### src/verilog/nibble_alu_pkg.sv
// What this block does
// RULE_01: Pair subtract with borrow: dest minus source minus carry; carry is borrow.
// RULE_02: With accumulator pair as source, destination is any pair except it.
// RULE_03: AND accumulator with nibble immediate or pointer memory; AND pairs.
// RULE_04: OR accumulator with nibble immediate or pointer memory; OR pairs.
// RULE_05: XOR accumulator with nibble immediate or pointer memory; XOR pairs.
// RULE_06: Rotate right through carry: bit 0 to carry, old carry to bit 3.
// RULE_07: Complement all four accumulator bits in place.
// RULE_08: Nibble register increment wraps at 16; skip next when result is zero.
// RULE_09: Primary pair increment wraps at 256; skip next when result is zero.
// RULE_10: Memory nibble increment, pointer or direct address; skip when zero.
// RULE_11: Nibble register decrement wraps; skip next when result is all ones.
// RULE_12: Any pair decrement wraps at 256; skip next when result is all ones.
// RULE_13: Skip when register or pointer memory equals immediate; nothing changes.
// RULE_14: Skip when accumulator equals a register or the pointer memory nibble.
// RULE_15: Wide memory compare uses even pointer address, upper nibble next.
// RULE_16: Skip when accumulator pair equals the selected pair.
// RULE_17: Carry set, clear, invert, and skip when carry is one.
// RULE_18: Direct bit set and clear touch only the chosen bit of four.
// RULE_19: Bit set and clear also work in the three bit addressing modes.
// RULE_20: Bit test skips on one (true form) or zero (false form).
// RULE_21: Test-and-clear skips when bit is one and clears it in same op.
// RULE_22: A skip discards the next operation with none of its updates.
// RULE_23: Only carry operations, subtract with borrow and rotate alter carry.
//
// Purpose: shared types and constants of the nibble datapath.
// Assumes: one core clock, decoder presents already decoded operations.
// Notes: register file order X A H L D E B C, alternate bank above it.
package nibble_alu_pkg;

  typedef enum logic [5:0] {
    OP_NOP, OP_SBB_ACC_ANY, OP_SBB_DST_ACC,
    OP_AND_IMM, OP_AND_MEM, OP_AND_ACC_ANY, OP_AND_DST_ACC,
    OP_OR_IMM, OP_OR_MEM, OP_OR_ACC_ANY, OP_OR_DST_ACC,
    OP_XOR_IMM, OP_XOR_MEM, OP_XOR_ACC_ANY, OP_XOR_DST_ACC,
    OP_ROT_CARRY, OP_NOT_ACC,
    OP_INC_REG, OP_INC_PAIR, OP_INC_MEM_PTR, OP_INC_MEM_DIR,
    OP_DEC_REG, OP_DEC_PAIR,
    OP_EQ_REG_IMM, OP_EQ_PTR_IMM, OP_EQ_ACC_PTR, OP_EQ_WIDE_PTR,
    OP_EQ_ACC_REG, OP_EQ_ACC_PAIR,
    OP_CARRY_SET, OP_CARRY_CLR, OP_CARRY_TEST, OP_CARRY_INV,
    OP_BIT_SET, OP_BIT_CLR, OP_BIT_TEST_T, OP_BIT_TEST_F, OP_BIT_TEST_CLR
  } op_t;

  typedef enum logic [1:0] {
    BM_DIRECT, BM_FIXED, BM_PTR_LOW, BM_HIGH_REL
  } bit_mode_t;

  typedef enum logic [1:0] {LF_AND, LF_OR, LF_XOR, LF_SUB} logic_fn_t;

  localparam logic [3:0] IDX_X = 4'h0;
  localparam logic [3:0] IDX_A = 4'h1;
  localparam logic [3:0] IDX_H = 4'h2;
  localparam logic [3:0] IDX_L = 4'h3;
  localparam logic [2:0] PAIR_ACC = 3'h0;
  localparam logic [3:0] REG_RESET = 4'h0;
  localparam logic CARRY_RESET = 1'b0;
  localparam logic [3:0] FIXED_PAGE = 4'hF;
  localparam logic [3:0] NIB_ONES = 4'hF;
  localparam logic [7:0] PAIR_ONES = 8'hFF;

  // Pair p holds its high nibble at even index, low nibble at odd index
  function automatic logic [3:0] pair_idx(input logic [2:0] p,
                                          input logic lo);
    pair_idx = {p, lo};
  endfunction

  function automatic logic [3:0] bit_mask(input logic [1:0] b);
    bit_mask = 4'h1 << b;
  endfunction

endpackage

### src/verilog/bit_address_unit.sv
// Purpose: memory address and bit position for bit operations.
// Assumes: 8-bit data memory address inside the selected bank.
// Notes: pointer-low mode takes the bit from L and the pair from L[3:2].
`timescale 1ns/1ps
module bit_address_unit
  import nibble_alu_pkg::*;
(
  input wire bit_mode_t mode_in,
  input wire logic [7:0] imm_in,
  input wire logic [1:0] bit_sel_in,
  input wire logic [3:0] high_in,
  input wire logic [3:0] low_in,
  output logic [7:0] addr_out,
  output logic [1:0] bit_out
);
  always_comb begin
    bit_out = bit_sel_in;
    case (mode_in)
      BM_DIRECT: addr_out = imm_in; // see RULE_18
      BM_FIXED: addr_out = {FIXED_PAGE, imm_in[3:0]}; // see RULE_19
      BM_PTR_LOW: begin
        addr_out = {imm_in[7:2], low_in[3:2]}; // see RULE_19
        bit_out = low_in[1:0];
      end
      BM_HIGH_REL: addr_out = {high_in, imm_in[3:0]}; // see RULE_19
      default: addr_out = imm_in;
    endcase
  end
endmodule

### src/verilog/nibble_alu.sv
// Purpose: execution datapath for logic, skip and bit operations.
// Assumes: data memory answers a read one cycle after mem_rd_out.
// Notes: register file and carry live here; skips are held until used.
`timescale 1ns/1ps
module nibble_alu
  import nibble_alu_pkg::*;
(
  input wire logic sys_clk_in,
  input wire logic reset_in,
  input wire logic op_valid_in,
  input wire op_t op_code_in,
  input wire logic [2:0] reg_sel_in,
  input wire logic [2:0] pair_sel_in,
  input wire logic [7:0] imm_in,
  input wire logic [1:0] bit_sel_in,
  input wire bit_mode_t bit_mode_in,
  input wire logic [3:0] mem_rdata_in,
  input wire logic [3:0] dbg_idx_in,
  output logic op_ready_out,
  output logic op_done_out,
  output logic skip_pending_out,
  output logic carry_flag_out,
  output logic [7:0] accum_pair_out,
  output logic [3:0] dbg_nibble_out,
  output logic [7:0] mem_addr_out,
  output logic mem_rd_out,
  output logic mem_wr_out,
  output logic [3:0] mem_wdata_out
);
  typedef enum logic [1:0] {S_IDLE, S_WAIT, S_DATA} state_t;

  state_t state_reg;
  logic [3:0] rf_reg [0:15];
  logic carry_reg, skip_reg, second_reg;
  op_t op_reg;
  logic [2:0] rsel_reg, psel_reg;
  logic [7:0] imm_reg;
  logic [1:0] bpos_reg;
  logic [3:0] first_reg;
  logic [7:0] addr_reg;
  logic rd_reg, wr_reg, done_reg;
  logic [3:0] wdata_reg, dbg_reg;

  logic [3:0] acc, xr, rg, mem_nib;
  logic [7:0] accp, anyp;
  logic [1:0] ba_bit;
  logic [7:0] ba_addr, acc_addr;
  logic acc_mem;
  logic accept;

  logic_fn_t lu_fn;
  logic [7:0] lu_a, lu_b, lu_y;
  logic lu_borrow;

  logic nw_en, pw_en, cy_we, cy_val, sk, mw_en, again;
  logic [3:0] nw_idx, nw_data, mw_data;
  logic [2:0] pw_sel;
  logic [7:0] pw_data;

  assign acc = rf_reg[IDX_A];
  assign xr = rf_reg[IDX_X];
  assign accp = {xr, acc};
  assign anyp = {rf_reg[pair_idx(psel_reg, 1'b0)],
                 rf_reg[pair_idx(psel_reg, 1'b1)]};
  assign rg = rf_reg[{1'b0, rsel_reg}];
  assign mem_nib = mem_rdata_in;
  assign accept = op_valid_in && state_reg == S_IDLE;

  assign op_ready_out = state_reg == S_IDLE;
  assign op_done_out = done_reg;
  assign skip_pending_out = skip_reg;
  assign carry_flag_out = carry_reg;
  assign accum_pair_out = accp;
  assign dbg_nibble_out = dbg_reg;
  assign mem_addr_out = addr_reg;
  assign mem_rd_out = rd_reg;
  assign mem_wr_out = wr_reg;
  assign mem_wdata_out = wdata_reg;

  bit_address_unit bit_addr (
    .mode_in(bit_mode_in),
    .imm_in(imm_in),
    .bit_sel_in(bit_sel_in),
    .high_in(rf_reg[IDX_H]),
    .low_in(rf_reg[IDX_L]),
    .addr_out(ba_addr),
    .bit_out(ba_bit)
  );

  pair_logic_unit logic_unit (
    .fn_in(lu_fn),
    .a_in(lu_a),
    .b_in(lu_b),
    .borrow_in(carry_reg),
    .y_out(lu_y),
    .borrow_out(lu_borrow)
  );

  // Address and need for a memory read, judged on the incoming operation
  always_comb begin
    acc_mem = 1'b1;
    acc_addr = {rf_reg[IDX_H], rf_reg[IDX_L]};
    case (op_code_in)
      OP_AND_MEM, OP_OR_MEM, OP_XOR_MEM, OP_INC_MEM_PTR,
      OP_EQ_PTR_IMM, OP_EQ_ACC_PTR: acc_addr = {rf_reg[IDX_H],
                                                rf_reg[IDX_L]};
      OP_INC_MEM_DIR: acc_addr = imm_in; // see RULE_10
      OP_EQ_WIDE_PTR:
        acc_addr = {rf_reg[IDX_H], rf_reg[IDX_L][3:1], 1'b0}; // see RULE_15
      OP_BIT_SET, OP_BIT_CLR, OP_BIT_TEST_T, OP_BIT_TEST_F,
      OP_BIT_TEST_CLR: acc_addr = ba_addr;
      default: acc_mem = 1'b0;
    endcase
  end

  // Operand steering for the shared logic unit
  always_comb begin
    lu_fn = LF_AND;
    lu_a = accp;
    lu_b = anyp;
    case (op_reg)
      OP_OR_IMM, OP_OR_MEM, OP_OR_ACC_ANY, OP_OR_DST_ACC: lu_fn = LF_OR;
      OP_XOR_IMM, OP_XOR_MEM, OP_XOR_ACC_ANY, OP_XOR_DST_ACC:
        lu_fn = LF_XOR;
      OP_SBB_ACC_ANY, OP_SBB_DST_ACC: lu_fn = LF_SUB;
      default: lu_fn = LF_AND;
    endcase
    case (op_reg)
      OP_AND_IMM, OP_OR_IMM, OP_XOR_IMM: begin
        lu_a = {4'h0, acc};
        lu_b = {4'h0, imm_reg[3:0]};
      end
      OP_AND_MEM, OP_OR_MEM, OP_XOR_MEM: begin
        lu_a = {4'h0, acc};
        lu_b = {4'h0, mem_nib};
      end
      OP_SBB_DST_ACC, OP_AND_DST_ACC, OP_OR_DST_ACC, OP_XOR_DST_ACC: begin
        lu_a = anyp;
        lu_b = accp;
      end
      default: lu_b = anyp;
    endcase
  end

  // Effects of the held operation, applied in the data state
  always_comb begin
    nw_en = 1'b0;
    nw_idx = IDX_A;
    nw_data = lu_y[3:0];
    pw_en = 1'b0;
    pw_sel = PAIR_ACC;
    pw_data = lu_y;
    cy_we = 1'b0;
    cy_val = carry_reg;
    sk = 1'b0;
    mw_en = 1'b0;
    mw_data = mem_nib;
    again = 1'b0;
    case (op_reg)
      OP_SBB_ACC_ANY: begin
        pw_en = 1'b1; // see RULE_01
        cy_we = 1'b1;
        cy_val = lu_borrow;
      end
      OP_SBB_DST_ACC: begin
        // Accumulator pair as destination is not a legal encoding
        pw_en = psel_reg != PAIR_ACC; // see RULE_02
        pw_sel = psel_reg; // see RULE_01
        cy_we = psel_reg != PAIR_ACC;
        cy_val = lu_borrow;
      end
      OP_AND_IMM, OP_AND_MEM, OP_OR_IMM, OP_OR_MEM, OP_XOR_IMM,
      OP_XOR_MEM: nw_en = 1'b1; // see RULE_03 see RULE_04 see RULE_05
      OP_AND_ACC_ANY, OP_OR_ACC_ANY, OP_XOR_ACC_ANY:
        pw_en = 1'b1; // see RULE_03 see RULE_04 see RULE_05
      OP_AND_DST_ACC, OP_OR_DST_ACC, OP_XOR_DST_ACC: begin
        pw_en = psel_reg != PAIR_ACC; // see RULE_02
        pw_sel = psel_reg;
      end
      OP_ROT_CARRY: begin
        nw_en = 1'b1;
        nw_data = {carry_reg, acc[3:1]}; // see RULE_06
        cy_we = 1'b1;
        cy_val = acc[0];
      end
      OP_NOT_ACC: begin
        nw_en = 1'b1;
        nw_data = ~acc; // see RULE_07
      end
      OP_INC_REG: begin
        nw_en = 1'b1;
        nw_idx = {1'b0, rsel_reg};
        nw_data = rg + 4'h1; // see RULE_08
        sk = nw_data == 4'h0;
      end
      OP_INC_PAIR: begin
        pw_en = 1'b1;
        pw_sel = psel_reg;
        pw_data = anyp + 8'h01; // see RULE_09
        sk = pw_data == 8'h00;
      end
      OP_INC_MEM_PTR, OP_INC_MEM_DIR: begin
        mw_en = 1'b1;
        mw_data = mem_nib + 4'h1; // see RULE_10
        sk = mw_data == 4'h0;
      end
      OP_DEC_REG: begin
        nw_en = 1'b1;
        nw_idx = {1'b0, rsel_reg};
        nw_data = rg - 4'h1; // see RULE_11
        sk = nw_data == NIB_ONES;
      end
      OP_DEC_PAIR: begin
        pw_en = 1'b1;
        pw_sel = psel_reg;
        pw_data = anyp - 8'h01; // see RULE_12
        sk = pw_data == PAIR_ONES;
      end
      OP_EQ_REG_IMM: sk = rg == imm_reg[3:0]; // see RULE_13
      OP_EQ_PTR_IMM: sk = mem_nib == imm_reg[3:0]; // see RULE_13
      OP_EQ_ACC_PTR: sk = acc == mem_nib; // see RULE_14
      OP_EQ_ACC_REG: sk = acc == rg; // see RULE_14
      OP_EQ_WIDE_PTR: begin
        again = !second_reg;
        sk = second_reg && first_reg == acc && mem_nib == xr; // see RULE_15
      end
      OP_EQ_ACC_PAIR: sk = accp == anyp; // see RULE_16
      OP_CARRY_SET: begin
        cy_we = 1'b1; // see RULE_17
        cy_val = 1'b1;
      end
      OP_CARRY_CLR: begin
        cy_we = 1'b1; // see RULE_17
        cy_val = 1'b0;
      end
      OP_CARRY_INV: begin
        cy_we = 1'b1; // see RULE_17
        cy_val = ~carry_reg;
      end
      OP_CARRY_TEST: sk = carry_reg; // see RULE_17
      OP_BIT_SET: begin
        mw_en = 1'b1;
        mw_data = mem_nib | bit_mask(bpos_reg); // see RULE_18 see RULE_19
      end
      OP_BIT_CLR: begin
        mw_en = 1'b1;
        mw_data = mem_nib & ~bit_mask(bpos_reg); // see RULE_18 see RULE_19
      end
      OP_BIT_TEST_T: sk = mem_nib[bpos_reg]; // see RULE_20
      OP_BIT_TEST_F: sk = !mem_nib[bpos_reg]; // see RULE_20
      OP_BIT_TEST_CLR: begin
        // Write back only when set, so a clear bit costs no memory write cycle
        sk = mem_nib[bpos_reg]; // see RULE_21
        mw_en = mem_nib[bpos_reg];
        mw_data = mem_nib & ~bit_mask(bpos_reg);
      end
      default: sk = 1'b0;
    endcase
  end

  // Sequencing: accept, optional read wait, execute
  always_ff @(posedge sys_clk_in or posedge reset_in) begin
    if (reset_in) begin
      state_reg <= S_IDLE;
      second_reg <= 1'b0;
    end else begin
      case (state_reg)
        S_IDLE: begin
          second_reg <= 1'b0;
          if (accept && !skip_reg)
            state_reg <= acc_mem ? S_WAIT : S_DATA;
        end
        S_WAIT: state_reg <= S_DATA;
        S_DATA: begin
          second_reg <= again;
          state_reg <= again ? S_WAIT : S_IDLE;
        end
        default: state_reg <= S_IDLE;
      endcase
    end
  end

  always_ff @(posedge sys_clk_in or posedge reset_in) begin
    if (reset_in) begin
      op_reg <= OP_NOP;
      rsel_reg <= 3'h0;
      psel_reg <= 3'h0;
      imm_reg <= 8'h00;
      bpos_reg <= 2'h0;
      first_reg <= 4'h0;
    end else if (accept) begin
      op_reg <= op_code_in;
      rsel_reg <= reg_sel_in;
      psel_reg <= pair_sel_in;
      imm_reg <= imm_in;
      bpos_reg <= ba_bit;
    end else if (state_reg == S_DATA && again) begin
      first_reg <= mem_nib;
    end
  end

  // Memory strobes; read of the upper nibble goes to the odd address after the even one
  always_ff @(posedge sys_clk_in or posedge reset_in) begin
    if (reset_in) begin
      addr_reg <= 8'h00;
      rd_reg <= 1'b0;
      wr_reg <= 1'b0;
      wdata_reg <= 4'h0;
    end else begin
      rd_reg <= 1'b0;
      wr_reg <= 1'b0;
      if (accept && !skip_reg && acc_mem) begin
        addr_reg <= acc_addr;
        rd_reg <= 1'b1;
      end else if (state_reg == S_DATA && again) begin
        addr_reg <= {addr_reg[7:1], 1'b1}; // see RULE_15
        rd_reg <= 1'b1;
      end else if (state_reg == S_DATA && mw_en) begin
        wr_reg <= 1'b1; // see RULE_10 see RULE_21
        wdata_reg <= mw_data;
      end
    end
  end

  // Register file writes
  always_ff @(posedge sys_clk_in or posedge reset_in) begin
    if (reset_in) begin
      for (int i = 0; i < 16; i++) begin
        rf_reg[i] <= REG_RESET;
      end
    end else if (state_reg == S_DATA) begin
      if (nw_en)
        rf_reg[nw_idx] <= nw_data;
      if (pw_en) begin
        rf_reg[pair_idx(pw_sel, 1'b0)] <= pw_data[7:4];
        rf_reg[pair_idx(pw_sel, 1'b1)] <= pw_data[3:0];
      end
    end
  end

  // Carry moves only on operations that define it
  always_ff @(posedge sys_clk_in or posedge reset_in) begin
    if (reset_in)
      carry_reg <= CARRY_RESET;
    else if (state_reg == S_DATA && cy_we)
      carry_reg <= cy_val; // see RULE_23
  end

  // A pending skip swallows exactly one accepted operation
  always_ff @(posedge sys_clk_in or posedge reset_in) begin
    if (reset_in) begin
      skip_reg <= 1'b0;
      done_reg <= 1'b0;
    end else begin
      done_reg <= 1'b0;
      if (accept && skip_reg) begin
        skip_reg <= 1'b0; // see RULE_22
        done_reg <= 1'b1;
      end else if (state_reg == S_DATA && !again) begin
        skip_reg <= sk;
        done_reg <= 1'b1;
      end
    end
  end

  always_ff @(posedge sys_clk_in or posedge reset_in) begin
    if (reset_in)
      dbg_reg <= 4'h0;
    else
      dbg_reg <= rf_reg[dbg_idx_in];
  end
endmodule

### src/verilog/pair_logic_unit.sv
// Purpose: 8-bit AND, OR, XOR and subtract with borrow in.
// Assumes: nibble operations use the low four bits only.
// Notes: purely combinational.
`timescale 1ns/1ps
module pair_logic_unit
  import nibble_alu_pkg::*;
(
  input wire logic_fn_t fn_in,
  input wire logic [7:0] a_in,
  input wire logic [7:0] b_in,
  input wire logic borrow_in,
  output logic [7:0] y_out,
  output logic borrow_out
);
  logic [8:0] diff;

  // Borrow is the ninth bit of the widened difference
  assign diff = {1'b0, a_in} - {1'b0, b_in} - {8'h00, borrow_in};

  always_comb begin
    borrow_out = 1'b0;
    case (fn_in)
      LF_AND: y_out = a_in & b_in;
      LF_OR: y_out = a_in | b_in;
      LF_XOR: y_out = a_in ^ b_in;
      LF_SUB: begin
        y_out = diff[7:0];
        borrow_out = diff[8];
      end
      default: y_out = a_in;
    endcase
  end
endmodule
### config.mk
export PLATFORM = sky130hd
export DESIGN_NAME = nibble_alu
export DESIGN_NICKNAME = d
export VERILOG_FILES = /design/src/verilog/nibble_alu_pkg.sv /design/src/verilog/bit_address_unit.sv /design/src/verilog/nibble_alu.sv /design/src/verilog/pair_logic_unit.sv
export SDC_FILE = /design/constraint.sdc
export NUM_CORES = 1
export LEC_CHECK = 0
export BUFFER_PORTS_ARGS = -buffer_cell sky130_fd_sc_hd__buf_2
export CAP_MARGIN = 10
export CORE_MARGIN = 4
export CORE_UTILIZATION = 42
export DETAILED_ROUTE_END_ITERATION = 6
export PLACE_DENSITY_LB_ADDON = 0.3
export SLEW_MARGIN = 20
export SYNTH_ARGS = -nofsm -noshare
export SYNTH_HDL_FRONTEND = slang
export SYNTH_HIERARCHICAL = 1
export SYNTH_SLANG_ARGS = --single-unit
### constraint.sdc
create_clock -name sys_clk_in -period 5.2 [get_ports sys_clk_in]
set_clock_uncertainty 0.1 [all_clocks]
set_input_delay 0.26 -clock sys_clk_in [delete_from_list [all_inputs] [get_ports sys_clk_in]]
set_output_delay 0.26 -clock sys_clk_in [all_outputs]
set_load 0.03 [all_outputs]
==> results.yml, run 1 <==
routing:
  detail_route.iter0.violations: 906
  wirelength_met1_um: 12870
  detailroute.wirelength.met3_um: 2950
  dr_total_vias: 8231
  drtAntennaViolNets: 0
  drc_errors: 0
  routed_wirelength_um: 30180
  wl_per_cell_um: 23.23
  first_pass_iters: 6
  drt-vias-per-instance: 6.336
  routed.top_layer: "met4"
  routed_wl_met2_um: 13400
timing:
  slew-limit-headroom_pct: 26.45
  finalHoldWorstSlack_ns: -0.006525
  finalCriticalPeriod_ns: 4.882
  timing.fmax_ghz: 0.2048
  timing.final.crit_share_pct: 93.88
  setup_tns_final_ns: 0
  timing.final.hold_violations: 3
  setup_repair_after_global_routing_missed_its_margin: "false"
  tightestPinTransition_ns: 1.088
  setup_slack_of_the_critical_path_after_layout_ns: 0.3181
  finalSetupViolCount: 0
  slew_viol_final: 0
outcome:
  violations_in_the_final_reports: "hold timing"
  run_status: "finished, violations left"
global_routing:
  grt_overflow_total: 0
  grt_max_degree: 73
  grt_first_pass_wirelength_um: 46730
  globalRouteTotalUtil_pct: 24.59
  number_of_antenna_violations_at_the_first_check_in_global_routing: 0
  first_global_vias: 7840
yosys:
  synth_top_cells_by_count: "sky130_fd_sc_hd__dfrtp_1 (110), sky130_fd_sc_hd__nand2_1 (103), sky130_fd_sc_hd__inv_1 (67)"
  most_frequent_cell_after_synthesis: "sky130_fd_sc_hd__dfrtp_1"
  netlist_area_mm2: 0.009311
  synth-edff-count: 0
  synth_top_cell_area_share_pct: 29.56
  synth-main-ff-cell: "sky130_fd_sc_hd__dfrtp_1"
  yosysWarningCount: 6
  synthesis.nets: 1054
  ys_seq_elements: 110
  ys_types: 93
  synth_area_leader_cell: "sky130_fd_sc_hd__dfrtp_1"
  synth.avg_cell_area_um2: 9.570
  synth.yosys.seq_area_share_pct: 29.56
  synth_top_cells_by_area: "sky130_fd_sc_hd__dfrtp_1 (30%), sky130_fd_sc_hd__mux4_2 (13%), sky130_fd_sc_hd__ha_1 (5.9%), sky130_fd_sc_hd__nand2_1 (4.2%), sky130_fd_sc_hd__inv_1 (2.7%)"
  synth-async-reset-ratio_pct: 100.0
  synthesis.instances: 973
placed_design:
  placed_insts: 1282
  globalplace.congestion: 0.9709
  buffer_ports.inserted: 64
  dpl_hpwl_um: 22540
  pre_cts_slack_ns: 0.2734
  postPlaceCellArea_mm2: 0.009932
final_layout:
  fillerInstances: 2064
  diodes: 0
  design.final.nets: 1095
  share_of_cells_above_drive_strength_1_pct: 22.47
  final_area_mm2: 0.01026
  area_delta_synth_final_pct: 10.15
  post_layout_nonfiller_instances: 1299
  largest_reg_flops: 56
critical_path:
  timing.rr.end: "rf_reg[46]"
  worstPathRequired_ns: 5.30
  r2r_setup_slack_ns: 0.32
  cp-start-kind: "flop"
  worst-endpoint-arrival_ns: 4.98
  timing.critical_path.to_type: "flop"
  cp_max_fo: 14
  r2r_cells: 14
  critical_path_class: "reg -> reg"
  launch_point_of_the_worst_reg_to_reg_path: "psel_reg[1]"
floorplanning:
  initial_core_util_pct: 42.67
  die_w_um: 156.9
  die_area_mm2: 0.02462
  boundaryPins: 65
  core_region_area_mm2: 0.02182
  die_h_um: 156.9
  num_rows: 54
clock_network:
  worstSkewPairLatency_ns: 0.37
  tritoncts: "built"
  clk_path_buf_depth: 2
  cts_buffers: 9
  number_of_levels_the_h_tree_was_split_into: 3
  cts.reportedPaths.clkPinSlew_ns: 0.07
  cts_sinks: 110
  ctsRootBufferMaster: "sky130_fd_sc_hd__clkbuf_16"
pwr:
  power.switching_fraction_pct: 49.47
  p_seq_share_pct: 23.1
  pwr-share-comb_pct: 65.9
  ir_worst_vdd_mv: 0.2550
  power.clock.fraction_pct: 10.9
  power.leakage_uw: 0.004259
  p_sw_uw: 3318
  intPower_uw: 3390
  power.density_mw_per_mm2: 654.1
worst_hold_path:
  worstHoldPathType: "in -> async"
job:
  max-cap-violations: 0
[cell usage in the layout, fill, tap and decap left out, types with 8 or more instances in the layout]
master	count
sky130_fd_sc_hd__o211ai_1	8
sky130_fd_sc_hd__dfrtp_1	109
sky130_fd_sc_hd__nor3_1	15
sky130_fd_sc_hd__o221ai_1	16
sky130_fd_sc_hd__a221oi_1	8
sky130_fd_sc_hd__o21ai_0	41
sky130_fd_sc_hd__mux2i_4	9
sky130_fd_sc_hd__buf_4	41
sky130_fd_sc_hd__nand2b_1	14
sky130_fd_sc_hd__a21oi_1	30
sky130_fd_sc_hd__o22ai_1	15
sky130_fd_sc_hd__a222oi_1	12
sky130_fd_sc_hd__nor2_1	49
sky130_fd_sc_hd__nand2_1	103
sky130_fd_sc_hd__mux2i_1	21
sky130_fd_sc_hd__mux2_2	18
sky130_fd_sc_hd__xor2_1	17
sky130_fd_sc_hd__nand4_1	14
sky130_fd_sc_hd__buf_2	64
sky130_fd_sc_hd__clkbuf_16	9
sky130_fd_sc_hd__o21ai_1	22
sky130_fd_sc_hd__nand3_1	27
sky130_fd_sc_hd__inv_1	66
sky130_fd_sc_hd__mux4_2	52
sky130_fd_sc_hd__nor2b_1	13
sky130_fd_sc_hd__xnor2_1	28
sky130_fd_sc_hd__ha_1	44
[repair_timing]
item,in CTS,in global routing
setup buffers,0,1
gates resized for setup,0,3
hold buffers,0,0
endpoints found under the hold margin,0,0
endpoints found under the setup margin,0,10
[logic make-up after synthesis]
family	after synthesis	synth area share (%)
mux	105	19.90
fa+ha+maj	47	6.450
flops	110	29.56
simple gates	295	15.88
xor+xnor	45	4.233
compound gates	228	17.29
buf+inv	143	6.678
[routing by layer]
layer,vias up,track usage (%)
met5,-,0
met4,0,7.934
met3,75,4.482
met2,438,37.49
met1,4028,35.60
li1,3690,-
[metrics by stage]
step | power (µW) | utilization, %
after floorplan | 4609 | -
after global placement | 5826 | 45.51
after detailed placement | 5883 | 45.51
after CTS | 6632 | 46.88
after global routing | 7161 | 47.00
final | 6708 | 47.00
[worst max-delay path: stages, from the launching register on]
cell and delay [ns]:
sky130_fd_sc_hd__dfrtp_1 0.45, sky130_fd_sc_hd__buf_4 0.32, sky130_fd_sc_hd__mux4_2 0.55, sky130_fd_sc_hd__mux2i_2 0.46, sky130_fd_sc_hd__o21ai_0 0.27, sky130_fd_sc_hd__inv_1 0.10
sky130_fd_sc_hd__ha_1 0.23, sky130_fd_sc_hd__ha_1 0.36, sky130_fd_sc_hd__nor3_1 0.07, sky130_fd_sc_hd__a211oi_1 0.40, sky130_fd_sc_hd__xor2_1 0.12, sky130_fd_sc_hd__mux4_2 0.50
sky130_fd_sc_hd__nor2_1 0.13, sky130_fd_sc_hd__a221o_1 0.43, sky130_fd_sc_hd__o221ai_1 0.20
[layout make-up]
type	count	area, µm²	area share [%]
multi-input combinational	720	5967	58.18
sequential	110	2754	26.85
timing repair buffer	105	628.1	6.124
tap	280	350.3	3.416
inverter	68	257.7	2.513
clock buffer	12	246.5	2.403
clock inverter	4	52.55	0.5124
[worst max-delay path by stage]
stage,start,endpoint,slack (ns)
6_report,psel_reg[1],rf_reg[46],0.32
5_1_grt,op_reg[2],xr[2],0.05
4_1_cts,psel_reg[1],rf_reg[39],0.29
3_5_place_dp,psel_reg[1],rf_reg[39],0.27
3_3_place_gp,psel_reg[1],rf_reg[47],0.45
2_1_floorplan,op_reg[0],rf_reg[35],0.78
[power groups by stage]
stage	Clock, µW	Sequential [µW]	Combinational, µW
after global routing	777	1590	4790
after detailed placement	0	1550	4330
after floorplan	0	1500	3110
after CTS	744	1540	4350
final	734	1550	4420
after global placement	0	1550	4280
No activity file was read; power rests on OpenSTA's default activity.
==> inputs of run 2 (changes only) <==
--- a/config.mk
+++ b/config.mk
@@ -11,6 +11,7 @@
 export CORE_UTILIZATION = 42
 export DETAILED_ROUTE_END_ITERATION = 6
 export PLACE_DENSITY_LB_ADDON = 0.3
+export REMOVE_ABC_BUFFERS = 1
 export SLEW_MARGIN = 20
 export SYNTH_ARGS = -nofsm -noshare
 export SYNTH_HDL_FRONTEND = slang
==> results.yml, run 2 (synthesized netlist as in run 1, its figures left out) <==
outcome:
  run_status: "finished, violations left"
  violations_in_the_final_reports: "DRC, hold timing"
critical_path:
  worst-endpoint-arrival_ns: 4.94
  critical_path_buf_inv_count: 1
  critical_path_class: "reg -> reg"
  timing.rr.end: "rf_reg[55]"
  crit_family: "simple AND/OR/NAND/NOR gates"
  r2r_setup_slack_ns: 0.38
  timing.critical_path.to_type: "flop"
  worstPathRequired_ns: 5.33
  critical_path.max_stage_delay_ns: 0.56
  cp_max_fo: 9
  launch_point_of_the_worst_reg_to_reg_path: "op_reg[4]"
  r2r_cells: 15
  crit_path_cell_trace: "nor2_1 -> and3b_1 -> nor2_1 -> nand2_1 -> o211ai_1 -> inv_1 -> fa_1 -> ha_1 -> o211ai_1 -> nand2_1 -> a221oi_2 -> xnor2_1 -> mux4_2 -> o22ai_2 -> o221ai_1"
  cp_slowest_cell: "sky130_fd_sc_hd__nor2_1"
  cp-start-kind: "flop"
timing:
  finalCriticalPeriod_ns: 4.819
  finalSetupViolCount: 0
  setup_repair_after_global_routing_missed_its_margin: "false"
  slew_viol_final: 0
  timing.final.crit_share_pct: 92.67
  finalHoldWorstSlack_ns: -0.03991
  setup_tns_final_ns: 0
  timing.final.hold_violations: 11
  timing.fmax_ghz: 0.2075
  slew-limit-headroom_pct: 27.09
  tightestPinTransition_ns: 1.085
routing:
  first_pass_iters: 7
  wl_per_cell_um: 23.19
  drt-vias-per-instance: 6.317
  routed_wirelength_um: 30170
  dr_total_vias: 8218
  drtAntennaViolNets: 0
  detail_route.iter0.violations: 1137
  drc_errors: 20
final_layout:
  diodes: 0
  final_common_cell: "sky130_fd_sc_hd__dfrtp_1"
  largest_reg_flops: 56
  design.final.nets: 1097
  share_of_cells_above_drive_strength_1_pct: 22.53
  post_layout_nonfiller_instances: 1301
  area_delta_synth_final_pct: 10.33
  mostFrequentLayoutCells: "sky130_fd_sc_hd__dfrtp_1 (110), sky130_fd_sc_hd__nand2_1 (103), sky130_fd_sc_hd__inv_1 (66), sky130_fd_sc_hd__buf_2 (64), sky130_fd_sc_hd__mux4_2 (52)"
worst_hold_path:
  worstHoldPathType: "in -> async"
clock_network:
  tritoncts: "built"
  worstSkewPairLatency_ns: 0.37
  cts_sinks: 110
  ctsRootBufferMaster: "sky130_fd_sc_hd__clkbuf_16"
  post_cts.resized_instances: 0
  post_cts_buffers: 0
  number_of_hold_repair_buffers_added_at_the_cts_stage: 0
  cts_buffers: 9
  number_of_levels_the_h_tree_was_split_into: 3
  clk_path_buf_depth: 2
  cts.reportedPaths.clkPinSlew_ns: 0.09
floorplanning:
  die_h_um: 156.9
  initial_core_util_pct: 42.67
  die_area_mm2: 0.02462
  boundaryPins: 65
  core_region_area_mm2: 0.02182
  num_rows: 54
  die_w_um: 156.9
pwr:
  power.leakage_uw: 0.004276
  ir_worst_vdd_mv: 0.2802
  power.density_mw_per_mm2: 650.7
placed_design:
  dpl_hpwl_um: 22690
  placed_insts: 1285
  buffer_ports.inserted: 64
  globalplace.congestion: 0.9628
global_routing:
  grt_overflow_total: 0
  grt_max_degree: 65
  grt_first_pass_wirelength_um: 46640
  number_of_antenna_violations_at_the_first_check_in_global_routing: 0
  globalRouteTotalUtil_pct: 24.42
  first_global_vias: 7844
job:
  max-cap-violations: 0
[run 2: final cells by class]
cell class / instances / area, µm²
Inverter: 68 / 257.7
Sequential cell: 110 / 2753
Timing Repair Buffer: 107 / 643.1
Clock buffer: 9 / 225.2
Clock inverter: 7 / 93.84
Fill cell: 2072 / 11550
Multi-Input combinational cell: 720 / 5951
Tap cell: 280 / 350.3
[run 2: how the worst max path moves through the flow]
stage | end | from | slack (ns) | depth (start not counted)
floorplan | rf_reg[35] | psel_reg[1] | 0.21 | 16
global placement | rf_reg[39] | psel_reg[1] | 0.57 | 14
detailed placement | rf_reg[46] | op_reg[4] | 0.46 | 15
CTS | rf_reg[54] | op_reg[5] | 0.48 | 15
global route | rf_reg[35] | op_reg[5] | 0.14 | 18
finish | rf_reg[55] | op_reg[4] | 0.38 | 15
[run 2: metrics by stage]
stage                     setup WS (ns)  area, µm²  util [%]  total power (µW)
after global routing             0.1366      10270     47.08              7135
after floorplan                  0.2077       8945         -              4477
final                            0.3813      10270     47.08              6685
after global placement           0.5720       9955     45.61              5846
after detailed placement         0.4590       9955     45.61              5882
after CTS                        0.4804      10270     47.08              6647
[run 2: power by group]
part / total [µW] / leakage [µW] / internal (µW) / switching (µW)
combinational: 4370 / 0.00294 / 1830 / 2550
clock: 744 / 0.000154 / 351 / 393
sequential: 1570 / 0.00119 / 1170 / 396
total: 6690 / 0.00428 / 3350 / 3340
[run 2: layer usage]
layer  GRT usage (%)  vias to the layer above  wire length (µm)
met3           4.482                       67              2643
met1           34.44                     4036             12670
met5               0                        -                 0
li1                -                     3686                 -
met4           7.769                        0              1000
met2           38.33                      429             13850
[run 2: worst reg2reg max path: cells and delay by family, from the launching register on]
kind                       cells  cell delay, ns
DFF                            1            0.39
xor gates and xnor gates       1            0.08
AOI/OAI and AO/OA              5            1.30
buffers and inverters          1            0.14
adders and majority gates      2            0.68
muxes                          1            0.52
and+or+nand+nor                5            1.47
==> inputs of run 3 (changes only) <==
--- a/config.mk
+++ b/config.mk
@@ -5,6 +5,7 @@
 export SDC_FILE = /design/constraint.sdc
 export NUM_CORES = 1
 export LEC_CHECK = 0
+export ABC_AREA = 1
 export BUFFER_PORTS_ARGS = -buffer_cell sky130_fd_sc_hd__buf_2
 export CAP_MARGIN = 10
 export CORE_MARGIN = 4
==> results.yml, run 3 <==
placed_design:
  globalplace.congestion: 0.9695
  buffer_ports.inserted: 64
  dpl_hpwl_um: 26430
final_layout:
  final_core_utilization_pct: 46.42
  diodes: 0
  area_delta_synth_final_pct: 8.268
  fillerInstances: 2522
  multiInputGateArea_mm2: 0.006205
  final_common_cell: "sky130_fd_sc_hd__nand2_1"
  flip_flop_and_latch_area_mm2: 0.002753
  design.final.nets: 1720
  share_of_cells_above_drive_strength_1_pct: 10.77
  mostFrequentLayoutCells: "sky130_fd_sc_hd__nand2_1 (500), sky130_fd_sc_hd__inv_1 (182), sky130_fd_sc_hd__nand3_1 (160), sky130_fd_sc_hd__o21ai_0 (116)"
  largest_reg_flops: 56
critical_path:
  cp-start-kind: "flop"
  cp_slowest_cell: "sky130_fd_sc_hd__fa_1"
  timing.critical_path.to_type: "flop"
  crit_path_cell_trace: "inv_1 -> ha_1 -> inv_1 -> nor2_1 -> clkinvlp_4 -> nor2_1 -> o22ai_1 -> fa_1 -> fa_1 -> or2_1 -> nand2_1 -> a22oi_1 -> o211ai_1 -> or2_1 -> nand2_1 -> o211ai_1 -> nand3_1 -> o21ai_0"
  critical_path.max_stage_delay_ns: 0.50
  timing.critical_path.from: "op_reg[0]"
  worstPathRequired_ns: 5.38
  cp_max_fo: 17
  launch_point_of_the_worst_reg_to_reg_path: "op_reg[0]"
  critical_path_class: "reg -> reg"
  worst-endpoint-arrival_ns: 4.96
global_routing:
  grt_max_degree: 68
  grt_first_pass_wirelength_um: 55460
  first_global_vias: 9979
  grt_overflow_total: 0
  number_of_antenna_violations_at_the_first_check_in_global_routing: 1
  globalRouteTotalUtil_pct: 26.37
yosys:
  synth_top_cell_area_share_pct: 27.19
  synthXorXnorAreaFrac_pct: 1.125
  synth.avg_cell_area_um2: 6.296
  synth-async-reset-ratio_pct: 100.0
  synth_area_leader_cell: "sky130_fd_sc_hd__dfrtp_1"
  synth-main-ff-cell: "sky130_fd_sc_hd__dfrtp_1"
  synthesis.instances: 1608
  synth_fa_ha_area_share_pct: 5.833
  yosys.area_share.simple_pct: 36.51
  synth.yosys.seq_area_share_pct: 27.19
  complex_gate_fraction_of_the_synthesized_area_pct: 17.82
  synth_top_cells_by_count: "sky130_fd_sc_hd__nand2_1 (500), sky130_fd_sc_hd__inv_1 (183), sky130_fd_sc_hd__nand3_1 (160)"
  main_combinational_cell_family_by_area_after_synthesis: "simple AND/OR/NAND/NOR gates"
  netlist_area_mm2: 0.01012
  most_frequent_cell_after_synthesis: "sky130_fd_sc_hd__nand2_1"
  ys_seq_elements: 110
  yosysWarningCount: 6
  synth-edff-count: 0
  synth_top_cells_by_area: "sky130_fd_sc_hd__dfrtp_1 (27%), sky130_fd_sc_hd__nand2_1 (19%), sky130_fd_sc_hd__nand3_1 (7.9%), sky130_fd_sc_hd__inv_1 (6.8%), sky130_fd_sc_hd__o21ai_0 (5.7%)"
  fraction_of_synthesized_area_in_multiplexers_pct: 0
  ys_types: 53
outcome:
  violations_in_the_final_reports: "hold timing"
  run_status: "finished, violations left"
routing:
  wl_per_cell_um: 17.98
  wirelength_met1_um: 15540
  routed_wl_met2_um: 15350
  drc_errors: 0
  first_pass_iters: 6
  detail_route.iter0.violations: 1126
  routed_wirelength_um: 35300
  drtAntennaViolNets: 0
  drt-vias-per-instance: 5.565
  detailroute.wirelength.met3_um: 2976
  routed.top_layer: "met5"
  dr_total_vias: 10920
clock_network:
  ctsRootBufferMaster: "sky130_fd_sc_hd__clkbuf_16"
  worstSkewPairLatency_ns: 0.36
  clk_path_buf_depth: 2
  tritoncts: "built"
  cts_buffers: 9
  cts.reportedPaths.clkPinSlew_ns: 0.08
  cts_sinks: 110
  number_of_levels_the_h_tree_was_split_into: 3
timing:
  timing.fmax_ghz: 0.2092
  slew-limit-headroom_pct: 34.96
  timing.final.hold_violations: 14
  setup_repair_after_global_routing_missed_its_margin: "false"
  finalHoldWorstSlack_ns: -0.01137
  finalSetupViolCount: 0
  slew_viol_final: 0
  tightestPinTransition_ns: 0.9756
  setup_tns_final_ns: 0
  timing.final.crit_share_pct: 91.94
  finalCriticalPeriod_ns: 4.781
floorplanning:
  boundaryPins: 65
  initial_core_util_pct: 42.88
  die_w_um: 163.3
  die_h_um: 163.3
  die_area_mm2: 0.02665
  core_region_area_mm2: 0.02361
  num_rows: 56
job:
  max-cap-violations: 0
worst_hold_path:
  worstHoldPathType: "in -> async"
[run 3: changes by cell type after synthesis, sizes merged, moves of 15 or more]
| cell | delta |
|---|---|
| a21oi | +52 |
| clkbuf | -24 |
| inv | +141 |
| mux2 | -22 |
| mux2i | -31 |
| mux4 | -52 |
| nand2 | +407 |
| nand2b | -15 |
| nand3 | +138 |
| nor2 | +79 |
| nor2b | -15 |
| o21ai | +84 |
| xnor2 | -23 |
[run 3: layer usage]
| metal | up-vias | track usage (%) |
|---|---|---|
| met5 | - | 0 |
| met4 | 2 | 11.09 |
| met3 | 98 | 4.870 |
| met2 | 505 | 39.62 |
| met1 | 5029 | 37.26 |
| li1 | 5290 | - |
[run 3: path summary, 6_finish.rpt]
path                                 to  slack (ns)  depth (start not counted)
max in group asynchronous     op_reg[2]        3.84                          3
setup / recovery             rf_reg[42]        0.42                         18
hold reg to reg            state_reg[1]        0.37                          1
hold / removal               rf_reg[19]       -0.01                          2
min in group sys_clk_in     psel_reg[0]        0.01                          3
setup reg to reg             rf_reg[42]        0.42                         18
[run 3: final cells by class]
cell class / count / share of cell area, %
sequential: 110 / 25.11
tap: 319 / 3.641
inverter: 213 / 7.396
clock inverter: 5 / 0.5821
clock buffer: 11 / 2.214
multi-input combinational: 1220 / 56.60
timing repair buffer: 85 / 4.452
[run 3: what timing repair did]
item | CTS | global route
resized for setup | 0 | 1
setup buffers | 0 | 0
hold buffers | 4 | 0
hold endpoints to repair | 4 | 0
setup endpoints to repair | 0 | 5
[run 3: logic make-up (layout without fill, tap and decap cells)]
| group | Yosys count | after routing |
|---|---|---|
| fa+ha+maj | 46 | 46 |
| compound gates | 311 | 311 |
| xor+xnor | 13 | 13 |
| flops | 110 | 110 |
| buf+inv | 278 | 314 |
| simple gates | 850 | 850 |
[run 3: stage by stage]
stage | cells | cell area (µm²) | hold WS [ns] | setup slack (ns)
2_1_floorplan | 1543 | 9762 | 0.2694 | 1.147
3_3_place_gp | 1943 | 10610 | 0.3538 | 0.7010
3_5_place_dp | 1943 | 10610 | 0.3622 | 0.5371
4_1_cts | 1963 | 10960 | 0.0004340 | 0.5179
5_1_grt | 1963 | 10960 | 0.03565 | 0.01877
6_report | 1963 | 10960 | -0.01137 | 0.4189
[run 3: critical path: cells and delay by family, from the launching register on]
kind / cells / cell delay, ns
adder cells (fa/ha/maj): 3 / 1.12
AND/OR/NAND/NOR: 7 / 1.64
flip-flops: 1 / 0.45
AO/OA/AOI/OAI: 5 / 0.77
buffers and inverters: 3 / 0.64
Power of run 3 is left out: the tool's default activity adds up to more than one toggle a clock period on the data nets, which glitch-free logic cannot reach.
